**src/inc/irc_defines.svh**
```systemverilog
`ifndef IRC_DEFINES_SVH
`define IRC_DEFINES_SVH

// Bit time in sixteen-times clock ticks
`define IRC_BIT_TICKS      5'h10
// Encoder tick phase at which the optical pulse rises
`define IRC_ENC_WAIT       4'h7
// Optical pulse length in ticks
`define IRC_ENC_HIGH       4'h3
// Last tick phase of a bit
`define IRC_PHASE_LAST     4'hF
// Shortest stretched zero that a UART samples correctly
`define IRC_RX_MIN_TICKS   5'h0C
// Reset levels of the outputs and sampled lines
`define IRC_TX_IDLE        1'b0
`define IRC_RX_IDLE        1'b1
`define IRC_SYNC_RESET     4'h0

`endif

```
**src/inc/irc_pkg.sv**
```systemverilog
package irc_pkg;

  typedef enum logic {
    IRC_ENC_IDLE   = 1'b0,
    IRC_ENC_ACTIVE = 1'b1
  } irc_enc_state_e;

  typedef enum logic {
    IRC_DEC_IDLE    = 1'b0,
    IRC_DEC_STRETCH = 1'b1
  } irc_dec_state_e;

  // High to low change between two tick samples
  function automatic logic irc_fell(input logic prev, input logic cur);
    irc_fell = prev & ~cur;
  endfunction

endpackage

```
**src/hdl/irc_sync.sv**
```systemverilog
`timescale 1ns/10ps
`include "irc_defines.svh"

module irc_sync (
  // Clock and reset
  input  wire logic       ref_clk_in,
  input  wire logic       rst_in,
  // Asynchronous lines
  input  wire logic [3:0] async_in,
  // Filtered lines
  output logic      [3:0] sync_out
);

  logic [3:0] stage1;
  logic [3:0] stage2;
  logic [3:0] stage3;

  always_ff @(posedge ref_clk_in or posedge rst_in) begin
    if (rst_in) begin
      stage1 <= `IRC_SYNC_RESET;
      stage2 <= `IRC_SYNC_RESET;
      stage3 <= `IRC_SYNC_RESET;
    end else begin
      stage1 <= async_in;
      stage2 <= stage1;
      stage3 <= stage2;
    end
  end

  // A change counts only once the two later stages agree
  always_ff @(posedge ref_clk_in or posedge rst_in) begin
    if (rst_in) begin
      sync_out <= `IRC_SYNC_RESET;
    end else begin
      for (int i = 0; i < 4; i++) begin
        if (stage2[i] == stage3[i]) begin
          sync_out[i] <= stage3[i];
        end
      end
    end
  end

endmodule

```
**src/hdl/irc_codec.sv**
```systemverilog
`timescale 1ns/10ps
`include "irc_defines.svh"

// What this block does
// - Both machines step on sixteen-times clock rises; decoder reset low acts on any ref clock
// - One optical pulse per zero bit
// - Wait seven ticks, pulse high three ticks
// - Optical falling edge gives sixteen-tick zero
// - Stretched zero lasts at least three-quarter bit
// - Low decoder reset holds decoder in reset
// - Decoder reset low blocks all reception
module irc_codec
  import irc_pkg::*;
(
  // Clock and reset
  input  wire logic ref_clk_in,
  input  wire logic rst_in,
  // UART side
  input  wire logic sixteen_times_bit_clock_in,
  input  wire logic uart_serial_output_in,
  input  wire logic decoder_reset_n_in,
  output logic      serial_rx_out,
  // Transceiver side
  input  wire logic optical_rx_pulse_in,
  output logic      optical_tx_pulse_out
);

  logic [3:0]     line_sync;
  logic           bit_clk;
  logic           tx_line;
  logic           dec_run_n;
  logic           ir_line;
  logic           bit_clk_prev;
  logic           tick;
  logic           tx_prev;
  logic           ir_prev;
  logic           enc_start;
  logic           dec_start;
  logic           dec_hold;
  logic [3:0]     enc_phase;
  logic [3:0]     next_enc_phase;
  logic [3:0]     dec_cnt;
  irc_enc_state_e enc_state;
  irc_dec_state_e dec_state;

  irc_sync u_sync (
    .ref_clk_in (ref_clk_in),
    .rst_in     (rst_in),
    .async_in   ({optical_rx_pulse_in, decoder_reset_n_in, uart_serial_output_in, sixteen_times_bit_clock_in}),
    .sync_out   (line_sync)
  );

  assign bit_clk   = line_sync[0];
  assign tx_line   = line_sync[1];
  assign dec_run_n = line_sync[2];
  assign ir_line   = line_sync[3];
  assign dec_hold  = ~dec_run_n;

  // Tick enable on each rise of the outside clock
  always_ff @(posedge ref_clk_in or posedge rst_in) begin
    if (rst_in) begin
      bit_clk_prev <= 1'b0;
    end else begin
      bit_clk_prev <= bit_clk;
    end
  end

  assign tick = bit_clk & ~bit_clk_prev;

  // Encoder
  always_ff @(posedge ref_clk_in or posedge rst_in) begin
    if (rst_in) begin
      tx_prev <= 1'b1;
    end else if (tick) begin
      tx_prev <= tx_line;
    end
  end

  assign enc_start = tick && irc_fell(tx_prev, tx_line);

  // Phase runs over one bit; a line still low at the wrap is another zero
  always_comb begin
    next_enc_phase = enc_phase + 4'h1;
    if (enc_start) begin
      next_enc_phase = 4'h0;
    end
  end

  always_ff @(posedge ref_clk_in or posedge rst_in) begin
    if (rst_in) begin
      enc_state <= IRC_ENC_IDLE;
      enc_phase <= 4'h0;
    end else if (enc_start) begin
      enc_state <= IRC_ENC_ACTIVE;
      enc_phase <= next_enc_phase;
    end else if (tick && enc_state == IRC_ENC_ACTIVE) begin
      enc_phase <= next_enc_phase;
      if (enc_phase == `IRC_PHASE_LAST && tx_line) begin
        enc_state <= IRC_ENC_IDLE;
      end
    end
  end

  always_ff @(posedge ref_clk_in or posedge rst_in) begin
    if (rst_in) begin
      optical_tx_pulse_out <= `IRC_TX_IDLE;
    end else if (enc_start) begin
      optical_tx_pulse_out <= `IRC_TX_IDLE;
    end else if (tick) begin
      optical_tx_pulse_out <= (enc_state == IRC_ENC_ACTIVE) && (next_enc_phase >= `IRC_ENC_WAIT)
                              && (next_enc_phase < `IRC_ENC_WAIT + `IRC_ENC_HIGH);
    end
  end

  // Decoder
  always_ff @(posedge ref_clk_in or posedge rst_in) begin
    if (rst_in) begin
      ir_prev <= 1'b0;
    end else if (dec_hold) begin
      ir_prev <= 1'b0;
    end else if (tick) begin
      ir_prev <= ir_line;
    end
  end

  assign dec_start = tick && !dec_hold && irc_fell(ir_prev, ir_line);

  always_ff @(posedge ref_clk_in or posedge rst_in) begin
    if (rst_in) begin
      dec_state     <= IRC_DEC_IDLE;
      dec_cnt       <= 4'h0;
      serial_rx_out <= `IRC_RX_IDLE;
    end else if (dec_hold) begin
      dec_state     <= IRC_DEC_IDLE;
      dec_cnt       <= 4'h0;
      serial_rx_out <= `IRC_RX_IDLE;
    end else if (dec_start) begin
      dec_state     <= IRC_DEC_STRETCH;
      dec_cnt       <= 4'h0;
      serial_rx_out <= 1'b0;
    end else if (tick) begin
      case (dec_state)
        IRC_DEC_STRETCH: begin
          dec_cnt <= dec_cnt + 4'h1;
          if (dec_cnt == `IRC_PHASE_LAST) begin
            dec_state     <= IRC_DEC_IDLE;
            serial_rx_out <= `IRC_RX_IDLE;
          end
        end
        default: begin
          dec_cnt <= 4'h0;
        end
      endcase
    end
  end

  // Helper counts for the checks below
  logic [4:0] tx_hi_ticks;
  logic [4:0] rx_lo_ticks;

  always_ff @(posedge ref_clk_in or posedge rst_in) begin
    if (rst_in) begin
      tx_hi_ticks <= 5'h00;
      rx_lo_ticks <= 5'h00;
    end else begin
      if (!optical_tx_pulse_out) begin
        tx_hi_ticks <= 5'h00;
      end else if (tick) begin
        tx_hi_ticks <= tx_hi_ticks + 5'h01;
      end
      if (dec_start || dec_hold) begin
        rx_lo_ticks <= 5'h00;
      end else if (tick && !serial_rx_out) begin
        rx_lo_ticks <= rx_lo_ticks + 5'h01;
      end
    end
  end

  tick_single_a: assert property (@(posedge ref_clk_in) disable iff (rst_in)
    tick |=> !tick) else $error("tick enable lasted more than one cycle");

  enc_quiet_a: assert property (@(posedge ref_clk_in) disable iff (rst_in)
    enc_state == IRC_ENC_IDLE |-> !optical_tx_pulse_out) else $error("optical pulse while encoder idle");

  pulse_delay_a: assert property (@(posedge ref_clk_in) disable iff (rst_in)
    $rose(optical_tx_pulse_out) |-> enc_phase == `IRC_ENC_WAIT) else $error("optical pulse not seven ticks late");

  pulse_width_a: assert property (@(posedge ref_clk_in) disable iff (rst_in)
    $fell(optical_tx_pulse_out) && !$past(enc_start) |-> tx_hi_ticks == 5'h03)
    else $error("optical pulse not three ticks long");

  rx_stretch_a: assert property (@(posedge ref_clk_in) disable iff (rst_in)
    $rose(serial_rx_out) && !$past(dec_hold) |-> rx_lo_ticks == `IRC_BIT_TICKS)
    else $error("stretched zero not one bit long");

  rx_min_a: assert property (@(posedge ref_clk_in) disable iff (rst_in)
    $rose(serial_rx_out) && !$past(dec_hold) |-> rx_lo_ticks >= `IRC_RX_MIN_TICKS)
    else $error("stretched zero shorter than three quarter bit");

  dec_hold_a: assert property (@(posedge ref_clk_in) disable iff (rst_in)
    dec_hold |=> serial_rx_out && dec_state == IRC_DEC_IDLE) else $error("decoder not held in reset");

  rx_block_a: assert property (@(posedge ref_clk_in) disable iff (rst_in)
    dec_hold ##1 dec_hold |-> serial_rx_out && !dec_start) else $error("reception while decoder reset low");

  restart_a: assert property (@(posedge ref_clk_in) disable iff (rst_in)
    dec_start |=> dec_cnt == 4'h0 && !serial_rx_out) else $error("new optical edge did not restart stretch");

endmodule

```
**config.mk**
```make
export PLATFORM = sky130hd
export DESIGN_NAME = irc_codec
export DESIGN_NICKNAME = d
export VERILOG_FILES = /design/src/inc/irc_pkg.sv /design/src/hdl/irc_sync.sv /design/src/hdl/irc_codec.sv
export VERILOG_INCLUDE_DIRS = /design/src /design/src/inc
export SDC_FILE = /design/constraint.sdc
export NUM_CORES = 1
export LEC_CHECK = 0
export BUFFER_PORTS_ARGS = -buffer_cell sky130_fd_sc_hd__buf_2
export CAP_MARGIN = 20
export CORE_UTILIZATION = 51
export DETAILED_ROUTE_END_ITERATION = 6
export GPL_TIMING_DRIVEN = 0
export MAX_ROUTING_LAYER = met4
export PLACE_DENSITY_LB_ADDON = 0.1
export RECOVER_POWER = 100
export SETUP_SLACK_MARGIN = 0.2
export SLEW_MARGIN = 20
export SYNTH_ARGS = -nofsm -noshare
export SYNTH_HDL_FRONTEND = slang
export SYNTH_SLANG_ARGS = --single-unit
```
**constraint.sdc**
```tcl
create_clock -name ref_clk_in -period 1.4 [get_ports ref_clk_in]
set_input_delay 0.28 -clock ref_clk_in [delete_from_list [all_inputs] [get_ports ref_clk_in]]
set_output_delay 0.28 -clock ref_clk_in [all_outputs]
set_load 0.03 [all_outputs]
```
==> results of run 1 <==
[repair_timing]
action,4_1_cts,5_1_grt
pin swaps,5,4
setup buffers,8,3
endpoints found under the setup margin,6,12
hold endpoints to repair,0,0
resized for setup,10,13
hold buffers,0,0
[final cells by class]
type | count | share of cell area [%]
buffer | 2 | 0.853
sequential | 31 | 53.1
clock buffer | 5 | 2.56
clock inverter | 3 | 1.02
multi-input combinational | 66 | 31.1
tap | 28 | 2.39
inverter | 2 | 0.512
timing repair buffer | 19 | 8.44
[metal layers]
layer / track usage (%) / share of wire [%]
met1: 21.1 / 44
met2: 31.8 / 50
met3: 8.04 / 3.7
met4: 13.0 / 2.4
met5: - / 0
[sequential cells by signal, indices dropped and copies added (netlist names), 4 cells and up]
signal and flops:
u_sync.stage2 4, u_sync.sync_out 4, dec_cnt 4, u_sync.stage3 4, enc_phase 4, u_sync.stage1 4
[report_power, final]
part	total [W]	leakage [nW]	switching [W]	internal (W)
Sequential	0.00109	0.369	0.0000891	0.00100
Combinational	0.000608	0.258	0.000276	0.000332
Clock	0.000484	0.0347	0.000298	0.000186
[kinds of logic after synthesis]
group	Yosys count	synth area share (%)
XOR/XNOR	1	0.720
adder cells (fa/ha/maj)	6	5.34
buffers and inverters	4	1.44
AND/OR/NAND/NOR	32	14.7
flip-flops	31	63.9
AO/OA/AOI/OAI	27	13.9
[cells in the final DEF, fill, tap and decap left out, types with 2 or more instances in the layout]
| cell | n |
|---|---|
| sky130_fd_sc_hd__dfrtp_1 | 28 |
| sky130_fd_sc_hd__nand2_1 | 11 |
| sky130_fd_sc_hd__o21ai_0 | 10 |
| sky130_fd_sc_hd__buf_4 | 9 |
| sky130_fd_sc_hd__buf_2 | 6 |
| sky130_fd_sc_hd__nand3_1 | 5 |
| sky130_fd_sc_hd__clkbuf_4 | 5 |
| sky130_fd_sc_hd__maj3_1 | 4 |
| sky130_fd_sc_hd__nand2b_1 | 3 |
| sky130_fd_sc_hd__a21oi_1 | 3 |
| sky130_fd_sc_hd__clkinv_2 | 3 |
| sky130_fd_sc_hd__clkbuf_1 | 3 |
| sky130_fd_sc_hd__inv_1 | 2 |
| sky130_fd_sc_hd__o21ai_1 | 2 |
| sky130_fd_sc_hd__a21o_1 | 2 |
| sky130_fd_sc_hd__a22o_1 | 2 |
| sky130_fd_sc_hd__a21boi_0 | 2 |
| sky130_fd_sc_hd__buf_6 | 2 |
[how the worst max path moves through the flow]
stage | slack, ns | cells after the start | endpoint
2_1_floorplan | 0.04 | 5 | optical_tx_pulse_out$_DFFE_PP0P_
6_report | 0.09 | 5 | optical_tx_pulse_out$_DFFE_PP0P_
5_1_grt | 0.03 | 5 | optical_tx_pulse_out$_DFFE_PP0P_
3_3_place_gp | -0.03 | 5 | optical_tx_pulse_out$_DFFE_PP0P_
3_5_place_dp | -0.07 | 5 | optical_tx_pulse_out$_DFFE_PP0P_
4_1_cts | 0.08 | 5 | optical_tx_pulse_out$_DFFE_PP0P_
[stage by stage]
stage | hold WS (ns) | TNS [ns] | instance area (sq um) | instances
2_1_floorplan | 0.311 | 0 | 1220 | 101
3_3_place_gp | 0.337 | -0.0331 | 1290 | 136
3_5_place_dp | 0.336 | -0.0719 | 1310 | 137
4_1_cts | 0.0340 | 0 | 1460 | 153
5_1_grt | 0.0325 | 0 | 1470 | 156
6_report | 0.0354 | 0 | 1470 | 156
==> results.rst, run 1 <==
.. list-table::
   :header-rows: 1

   * - Metric
     - Value
   * - Most used DFF post-synth
     - sky130_fd_sc_hd__dfrtp_1
   * - Fill count
     - 193
   * - Footprint of the multi-input gates
     - 457 sq um
   * - Depth of the CTS H-tree
     - 2
   * - Die outline height
     - 50.9 microns
   * - Total track usage
     - 20.2%
   * - Register area share after synthesis
     - 63.9%
   * - Detailed Route Iter0 Violations
     - 11
   * - Starting density of the core
     - 54.5%
   * - Clk Tree Root Cell
     - sky130_fd_sc_hd__clkbuf_4
   * - Cell count after synthesis
     - 101
   * - Crit Reg-Reg Startpoint
     - enc_phase[1]$_DFFE_PP0P_
   * - VDD IR-drop max
     - 959 uV
   * - First-pass GRT wire length
     - 3.48 mm
   * - Cells taking the most area after synthesis
     - sky130_fd_sc_hd__dfrtp_1 60%, sky130_fd_sc_hd__o21ai_0 4.9%, sky130_fd_sc_hd__dfstp_2 4.3%, sky130_fd_sc_hd__nand2_1 3.4%, sky130_fd_sc_hd__maj3_1 3.3%
   * - Number of setup violations in the final report
     - 0
   * - Required time of the critical path
     - 1.63 ns
   * - Kind of launch point of the worst setup path
     - flop
   * - Post-synthesis register bit count
     - 31
   * - Final number of max-transition violations
     - 0
   * - Clock Latency Late Sink
     - 0.33 ns
   * - First-pass iteration count of the detailed router
     - 4
   * - CTS tree
     - done
   * - Final antenna diode count
     - 0
   * - Delay of the slowest cell on the worst path
     - 0.42 ns
   * - Port buffer count
     - 7
   * - Register area
     - 779 sq um
   * - Total detailed-routing wirelength
     - 2.02 mm
   * - Utilization after layout
     - 65.7%
   * - Count of buffer and inverter cells on the critical path
     - 1
   * - Synth async-reset ratio
     - 100%
   * - Clk sinks
     - 31
   * - Via-to-Cell Ratio
     - 5.35
   * - Leakage dissipation
     - 0.661 nW
   * - WP data arrival
     - 1.54 ns
   * - Origin of the worst setup path
     - enc_phase[1]$_DFFE_PP0P_
   * - DRT antenna net count
     - 0
   * - Type of the worst setup path
     - reg2reg
   * - Total clock buffers created by CTS
     - 5
   * - Die extent in x
     - 50.9 microns
   * - Setup slack of the most critical reg-to-reg path
     - 0.09 ns
   * - Tcrit/Tclk final
     - 93.3%
   * - Critical path fanouts, max
     - 4
   * - Critical-path cell with the highest stage delay
     - sky130_fd_sc_hd__dfrtp_1
   * - Time the worst path needs with I/O delays and setup
     - 1.31 ns
   * - Most numerous cell in the Yosys netlist
     - sky130_fd_sc_hd__dfrtp_1
   * - Cell area after technology mapping
     - 1220 sq um
   * - Kind of end point of the critical path
     - flop
   * - Syn_nets
     - 109
   * - Die footprint
     - 2590 sq um
   * - Number of failing hold endpoints at the final stage
     - 0
   * - Clk slew on worst S/H paths
     - 0.10 ns
   * - Max-cap violations
     - 0
   * - Final HPWL DP
     - 1.23 mm
   * - Final critical-path setup slack
     - 0.0931 ns
   * - Maximum number of pins on one net before global-route repair
     - 20
   * - Worst r2r path cells
     - 5
   * - Headroom to the max-slew limit
     - 54.7%
   * - Maximum clock insertion buffer count
     - 2
   * - Post-synth cell types
     - 30
   * - Placer congestion estimate
     - 0.824
   * - Top Ports
     - 8
   * - Share of the synthesized area in the top cell type
     - 59.6%
   * - Leading cell types by count after synthesis
     - 29 x sky130_fd_sc_hd__dfrtp_1, 12 x sky130_fd_sc_hd__o21ai_0, 11 x sky130_fd_sc_hd__nand2_1
   * - Via count of the first global-routing pass
     - 839
   * - Worst setup timing slack at the placement stage
     - -0.0719 ns
   * - Cells along the critical path
     - clkbuf_1 > a21o_1 > a21boi_0 > o32ai_1 > a22o_1
   * - Highest Clock Rate
     - 765 MHz
   * - Worst clock skew
     - 0.0113 ns
   * - Area grow syn2layout
     - 20.6%
   * - Mean area per synthesized cell
     - 12.1 sq um
   * - Residual DRC
     - 0
   * - Worst reg2reg endpoint
     - optical_tx_pulse_out$_DFFE_PP0P_
   * - Overall via count from detail_route
     - 835
   * - Routed length per placed instance
     - 12.9 microns
   * - Status
     - complete, no violations
   * - Type of the tightest min-delay check
     - in2async
   * - Transition at the pin with the smallest max-transition slack
     - 0.678 ns
   * - Count of flip-flops with a built-in enable after synthesis
     - 0
   * - Sum of internal, switching and leakage power
     - 0.00218 W
   * - Site row count
     - 17
   * - Largest area contributor in the netlist
     - sky130_fd_sc_hd__dfrtp_1
   * - PwrDens
     - 1490 nW/um^2
   * - Setup repair after global routing missed its margin
     - yes
   * - Layout cell share with drive strength beyond 1
     - 28.1%
   * - Synth Warn #
     - 0
   * - Family of cells with the greatest summed delay on the critical path
     - compound AO/OA/AOI/OAI gates
   * - Number of antenna violations at the first check in global routing
     - 0
   * - Placeable core region
     - 2230 sq um
   * - Nets@finish
     - 135
   * - Total gr overflow
     - 0
Power figures use the tool's default switching activity.
==> run 2, diff against run 1 <==
--- a/config.mk
+++ b/config.mk
@@ -12,7 +12,7 @@
 export DETAILED_ROUTE_END_ITERATION = 6
 export GPL_TIMING_DRIVEN = 0
 export MAX_ROUTING_LAYER = met4
-export PLACE_DENSITY_LB_ADDON = 0.1
+export PLACE_DENSITY = 0.81
 export RECOVER_POWER = 100
 export SETUP_SLACK_MARGIN = 0.2
 export SLEW_MARGIN = 20
==> run 2 against run 1 <==
Clock power is 2% higher; critical path depth stayed put; sequential share of layout area is 0.93 points lower; total power increased by 2.7%; worst hold slack better by 0.021 ns.
==> results.rst, run 2 (synthesis results as in run 1) <==
.. list-table::
   :header-rows: 1

   * - Metric
     - Value
   * - Status
     - complete, no violations
   * - DRT antenna net count
     - 0
   * - Max-cap violations
     - 0
   * - Port buffer count
     - 7
   * - Maximum clock insertion buffer count
     - 2
   * - Crit Reg-Reg Startpoint
     - enc_phase[1]$_DFFE_PP0P_
   * - Type of the tightest min-delay check
     - in2reg
   * - Utilization after layout
     - 66.9%
   * - Worst clock skew
     - 0.00423 ns
   * - Tcrit/Tclk final
     - 98.1%
   * - Die outline height
     - 50.9 microns
   * - CTS tree
     - done
   * - Area grow syn2layout
     - 22.7%
   * - Clk slew on worst S/H paths
     - 0.10 ns
   * - Final HPWL DP
     - 1.25 mm
   * - Final critical-path setup slack
     - 0.0270 ns
   * - Time the worst path needs with I/O delays and setup
     - 1.37 ns
   * - Final non-filler cell total
     - 153
   * - Via-to-Cell Ratio
     - 5.45
   * - Starting density of the core
     - 54.5%
   * - Setup slack of the most critical reg-to-reg path
     - 0.03 ns
   * - Final antenna diode count
     - 0
   * - Accumulated negative setup slack
     - 0 ns
   * - Die footprint
     - 2590 sq um
   * - PwrDens
     - 1500 nW/um^2
   * - Logic gate share of total power
     - 29.2%
   * - Worst reg2reg endpoint
     - optical_tx_pulse_out$_DFFE_PP0P_
   * - Layout cell share with drive strength beyond 1
     - 34.4%
   * - Worst r2r path cells
     - 5
   * - Required time of the critical path
     - 1.62 ns
   * - Routed length per placed instance
     - 15.0 microns
   * - Nets@finish
     - 132
   * - Critical Path Sink
     - optical_tx_pulse_out$_DFFE_PP0P_
   * - Sequential share of power
     - 48.6%
   * - Total detailed-routing wirelength
     - 2.30 mm
   * - Overall via count from detail_route
     - 834
   * - Site row count
     - 17
   * - Detailed Route Iter0 Violations
     - 11
   * - Clock Latency Late Sink
     - 0.32 ns
   * - Number of setup violations in the final report
     - 0
   * - WP data arrival
     - 1.59 ns
   * - Net switching power figure
     - 0.000702 W
   * - Kind of end point of the critical path
     - flop
   * - Cell total after placement
     - 136
   * - VDD IR-drop max
     - 1110 uV
   * - Internal power contribution
     - 0.00154 W
   * - Via count of the first global-routing pass
     - 818
   * - First-pass iteration count of the detailed router
     - 4
   * - Number of failing hold endpoints at the final stage
     - 0
   * - Clock Power Share
     - 22.1%
   * - Headroom to the max-slew limit
     - 26.4%
   * - Residual DRC
     - 0
   * - Total clock buffers created by CTS
     - 5
   * - Type of the worst setup path
     - reg2reg
   * - Final instance area
     - 1490 sq um
   * - Most common cell after layout, fill and taps aside
     - sky130_fd_sc_hd__dfrtp_1
   * - Number of antenna violations at the first check in global routing
     - 0
   * - Hold-fix buffers at CTS
     - 0
   * - Origin of the worst setup path
     - enc_phase[1]$_DFFE_PP0P_
   * - Die extent in x
     - 50.9 microns
   * - Kind of launch point of the worst setup path
     - flop
   * - Placer congestion estimate
     - 0.802
   * - Total gr overflow
     - 0
   * - Fill count
     - 170
   * - Clk Tree Root Cell
     - sky130_fd_sc_hd__clkbuf_4
   * - First-pass GRT wire length
     - 3.49 mm
   * - Placeable core region
     - 2230 sq um
   * - Depth of the CTS H-tree
     - 2
   * - Most used cells in the layout excluding fill and tap cells
     - 28 x sky130_fd_sc_hd__dfrtp_1, 11 x sky130_fd_sc_hd__nand2_1, 7 x sky130_fd_sc_hd__clkbuf_4
   * - Leakage dissipation
     - 0.667 nW
   * - Setup repair after global routing missed its margin
     - yes
   * - Critical path fanouts, max
     - 4
   * - Clk sinks
     - 31
   * - Transition at the pin with the smallest max-transition slack
     - 1.10 ns
   * - Final number of max-transition violations
     - 0
   * - Net switching share of the total power
     - 31.3%
   * - Area of placed instances
     - 1290 sq um
   * - Top Ports
     - 8
   * - Total track usage
     - 20.5%
   * - Worst setup timing slack at the placement stage
     - -0.100 ns
   * - Maximum number of pins on one net before global-route repair
     - 32
   * - Highest Clock Rate
     - 728 MHz
run 2: routing by layer:
| metal | part of all wire [%] | GRT usage [%] | up-vias |
|---|---|---|---|
| li1 | - | - | 404 |
| met1 | 43 | 21.6 | 407 |
| met2 | 52 | 32.4 | 17 |
| met3 | 2.8 | 8.33 | 6 |
| met4 | 2.7 | 12.0 | 0 |
| met5 | 0 | - | - |
run 2: how the worst min path moves through the flow:
stage | startpoint | to | slack [ns] | cells past startpoint
after CTS | decoder_reset_n_in | u_sync.stage1[2]$_DFF_PP0_ | 0.04 | 1
after global placement | u_sync.stage1[1]$_DFF_PP0_ | u_sync.stage2[1]$_DFF_PP0_ | 0.34 | 0
after floorplan | sixteen_times_bit_clock_in | u_sync.stage1[0]$_DFF_PP0_ | 0.31 | 0
after detailed placement | u_sync.stage1[3]$_DFF_PP0_ | u_sync.stage2[3]$_DFF_PP0_ | 0.34 | 0
after global routing | optical_rx_pulse_in | u_sync.stage1[3]$_DFF_PP0_ | 0.02 | 1
final | optical_rx_pulse_in | u_sync.stage1[3]$_DFF_PP0_ | 0.06 | 1
run 2: critical path, stage by stage (launching register included):
cell                        delay (ns)
sky130_fd_sc_hd__dfrtp_1          0.42
sky130_fd_sc_hd__ha_4             0.27
sky130_fd_sc_hd__nor2b_4          0.13
sky130_fd_sc_hd__a2bb2oi_2        0.17
sky130_fd_sc_hd__o32ai_2          0.10
sky130_fd_sc_hd__a22o_1           0.18
run 2: stage by stage:
stage	hold WS (ns)	total power, W
after CTS	0.0364	0.00217
after detailed placement	0.337	0.00150
final	0.0565	0.00224
after floorplan	0.311	0.00140
after global routing	0.0228	0.00237
after global placement	0.335	0.00147
run 2: power groups by stage:
stage | clock network, W | logic, W | registers (W)
floorplan | 0 | 0.000285 | 0.00111
global placement | 0 | 0.000362 | 0.00111
detailed placement | 0 | 0.000386 | 0.00112
CTS | 0.000515 | 0.000563 | 0.00109
global route | 0.000553 | 0.000712 | 0.00110
finish | 0.000496 | 0.000655 | 0.00109
run 2: timing repair:
item,CTS,global route
endpoints found under the hold margin,0,0
pin swaps,6,6
resized for setup,11,25
setup endpoints to repair,6,12
setup buffers,6,3
run 2: area by class of cell:
cell class	count	area [sq um]	share of cell area [%]
buffer	2	12.5	0.838
clock buffer	5	37.5	2.51
clock inverter	3	20.0	1.34
inverter	2	7.51	0.503
multi-input combinational	66	492	32.9
sequential	31	779	52.2
tap	28	35.0	2.35
timing repair buffer	16	110	7.37
==> run 3, diff against run 2 <==
--- a/config.mk
+++ b/config.mk
@@ -8,11 +8,11 @@
 export LEC_CHECK = 0
 export BUFFER_PORTS_ARGS = -buffer_cell sky130_fd_sc_hd__buf_2
 export CAP_MARGIN = 20
-export CORE_UTILIZATION = 51
+export CORE_UTILIZATION = 52
 export DETAILED_ROUTE_END_ITERATION = 6
 export GPL_TIMING_DRIVEN = 0
 export MAX_ROUTING_LAYER = met4
-export PLACE_DENSITY = 0.81
+export PLACE_DENSITY = 0.79
 export RECOVER_POWER = 100
 export SETUP_SLACK_MARGIN = 0.2
 export SLEW_MARGIN = 20
==> constraint.sdc (replaced) <==
create_clock -name ref_clk_in -period 1.6 [get_ports ref_clk_in]
set_input_delay 0.32 -clock ref_clk_in [delete_from_list [all_inputs] [get_ports ref_clk_in]]
set_output_delay 0.32 -clock ref_clk_in [all_outputs]
set_load 0.03 [all_outputs]
==> run 3 against run 2 <==
Clock-buffer cell count up 1; clock skew up 0.0017 ns; sequential power down 12%; critical endpoint is now enc_phase[1]$_DFFE_PP0P_; highest routed layer unchanged.
==> results.rst, run 3 (synthesis results as in run 1) <==
.. list-table::
   :header-rows: 1

   * - Metric
     - Value
   * - Via count of the first global-routing pass
     - 792
   * - Max-cap violations
     - 0
   * - Clock Latency Late Sink
     - 0.32 ns
   * - Origin of the worst setup path
     - tx_prev$_DFFE_PP1P_
   * - Clk Tree Root Cell
     - sky130_fd_sc_hd__clkbuf_4
   * - Final antenna diode count
     - 0
   * - Headroom to the max-slew limit
     - 25.8%
   * - Number of failing hold endpoints at the final stage
     - 0
   * - Area grow syn2layout
     - 15.8%
   * - Net switching power figure
     - 0.000574 W
   * - Detailed Route Iter0 Violations
     - 13
   * - Maximum clock insertion buffer count
     - 2
   * - CTS tree
     - done
   * - Routed length per placed instance
     - 14.3 microns
   * - Worst setup timing slack at the placement stage
     - 0.0763 ns
   * - Clock Power Share
     - 23.3%
   * - Worst reg2reg endpoint
     - enc_phase[1]$_DFFE_PP0P_
   * - Most common cell after layout, fill and taps aside
     - sky130_fd_sc_hd__dfrtp_1
   * - Transition at the pin with the smallest max-transition slack
     - 1.11 ns
   * - First-pass GRT wire length
     - 3.33 mm
   * - Sum of internal, switching and leakage power
     - 0.00192 W
   * - Type of the tightest min-delay check
     - in2reg
   * - WP data arrival
     - 1.64 ns
   * - Placer congestion estimate
     - 0.796
   * - Worst r2r path cells
     - 4
   * - Overall via count from detail_route
     - 831
   * - Final HPWL DP
     - 1.33 mm
   * - Maximum number of pins on one net before global-route repair
     - 32
   * - Site row count
     - 17
   * - Time the worst path needs with I/O delays and setup
     - 1.43 ns
   * - Top Ports
     - 8
   * - Total detailed-routing wirelength
     - 2.11 mm
   * - Setup repair after global routing missed its margin
     - yes
   * - Most used cells in the layout excluding fill and tap cells
     - 27 x sky130_fd_sc_hd__dfrtp_1, 12 x sky130_fd_sc_hd__o21ai_0, 11 x sky130_fd_sc_hd__nand2_1
   * - Tcrit/Tclk final
     - 89.4%
   * - Kind of launch point of the worst setup path
     - flop
   * - Depth of the CTS H-tree
     - 2
   * - Status
     - complete, no violations
   * - Number of setup violations in the final report
     - 0
   * - Starting density of the core
     - 55.0%
   * - Type of the worst setup path
     - reg2reg
   * - Die outline height
     - 50.4 microns
   * - Net switching share of the total power
     - 29.9%
   * - Total gr overflow
     - 0
   * - Leakage dissipation
     - 0.622 nW
   * - Setup slack of the most critical reg-to-reg path
     - 0.17 ns
   * - PwrDens
     - 1360 nW/um^2
   * - Final critical-path setup slack
     - 0.169 ns
   * - First-pass iteration count of the detailed router
     - 4
   * - Total clock buffers created by CTS
     - 5
   * - Placeable core region
     - 2210 sq um
   * - Nets@finish
     - 128
   * - Fill count
     - 188
   * - Layout cell share with drive strength beyond 1
     - 21.7%
   * - Highest Clock Rate
     - 699 MHz
   * - Clk sinks
     - 31
   * - Crit Reg-Reg Startpoint
     - tx_prev$_DFFE_PP1P_
   * - Logic gate share of total power
     - 26.5%
   * - Kind of end point of the critical path
     - flop
   * - Required time of the critical path
     - 1.81 ns
   * - Worst clock skew
     - 0.00596 ns
   * - Accumulated negative setup slack
     - 0 ns
   * - Sequential share of power
     - 50.2%
   * - Die extent in x
     - 50.4 microns
   * - Die footprint
     - 2540 sq um
   * - Critical path fanouts, max
     - 4
   * - Critical Path Sink
     - enc_phase[1]$_DFFE_PP0P_
   * - Number of antenna violations at the first check in global routing
     - 0
   * - DRT antenna net count
     - 0
   * - Total track usage
     - 19.3%
   * - Utilization after layout
     - 63.7%
   * - Port buffer count
     - 7
   * - VDD IR-drop max
     - 913 uV
   * - Via-to-Cell Ratio
     - 5.61
   * - Residual DRC
     - 0
   * - Clk slew on worst S/H paths
     - 0.09 ns
   * - Hold-fix buffers at CTS
     - 0
   * - Internal power contribution
     - 0.00135 W
   * - Final number of max-transition violations
     - 0
run 3: cell count changes in the layout (fill, tap and decap cells not counted), sizes merged:
| cell | before | now |
|---|---|---|
| buf | 14 | 10 |
| clkbuf | 9 | 10 |
| clkinvlp | 2 | 0 |
run 3: through the flow:
stage,cells,cell area [sq um],hold WS [ns]
after global placement,136,1290,0.335
after floorplan,101,1220,0.331
final,148,1410,0.0990
after CTS,144,1370,0.0810
after global routing,148,1410,0.0702
after detailed placement,136,1290,0.335
run 3: worst max-delay path: stages (launching register included):
cell,delay [ns]
sky130_fd_sc_hd__dfstp_1,0.55
sky130_fd_sc_hd__nor2b_1,0.26
sky130_fd_sc_hd__nor2_1,0.09
sky130_fd_sc_hd__and2_0,0.19
sky130_fd_sc_hd__a22o_1,0.23
run 3: cell type report:
class                   instances  area (sq um)  area share [%]
flip-flops and latches         31           781            55.4
multi-input cells              66           449            31.9
repair buffers                 12          73.8            5.24
clock buffers                   6          51.3            3.64
well taps                      28          35.0            2.48
plain buffers                   2          7.51           0.532
inverters                       2          7.51           0.532
clock inverters                 1          5.00           0.355
run 3: metal layers:
| layer | vias to the layer above | wire length, microns | global-route usage, % |
|---|---|---|---|
| li1 | 394 | - | - |
| met1 | 416 | 944 | 23.0 |
| met2 | 19 | 1090 | 28.7 |
| met3 | 2 | 69 | 9.09 |
| met4 | 0 | 2 | 6.94 |
| met5 | - | 0 | - |
run 3: power groups by stage:
stage,clock [W],sequential (W),combinational [W]
floorplan,0,0.000974,0.000245
global placement,0,0.000968,0.000312
detailed placement,0,0.000977,0.000335
CTS,0.000467,0.000962,0.000401
global route,0.000497,0.000975,0.000551
finish,0.000448,0.000964,0.000509
run 3: worst min-delay path by stage:
stage	startpoint	end	slack, ns	depth (start not counted)
5_1_grt	decoder_reset_n_in	u_sync.stage1[2]$_DFF_PP0_	0.07	1
2_1_floorplan	u_sync.stage1[0]$_DFF_PP0_	u_sync.stage2[0]$_DFF_PP0_	0.33	0
6_report	decoder_reset_n_in	u_sync.stage1[2]$_DFF_PP0_	0.1	1
4_1_cts	decoder_reset_n_in	u_sync.stage1[2]$_DFF_PP0_	0.08	1
3_5_place_dp	u_sync.stage1[1]$_DFF_PP0_	u_sync.stage2[1]$_DFF_PP0_	0.33	0
3_3_place_gp	u_sync.stage1[1]$_DFF_PP0_	u_sync.stage2[1]$_DFF_PP0_	0.34	0
run 3: repair_timing:
action,4_1_cts,5_1_grt
pin swaps,0,5
resized for setup,3,5
buffers inserted,1,4
setup endpoints to repair,1,4
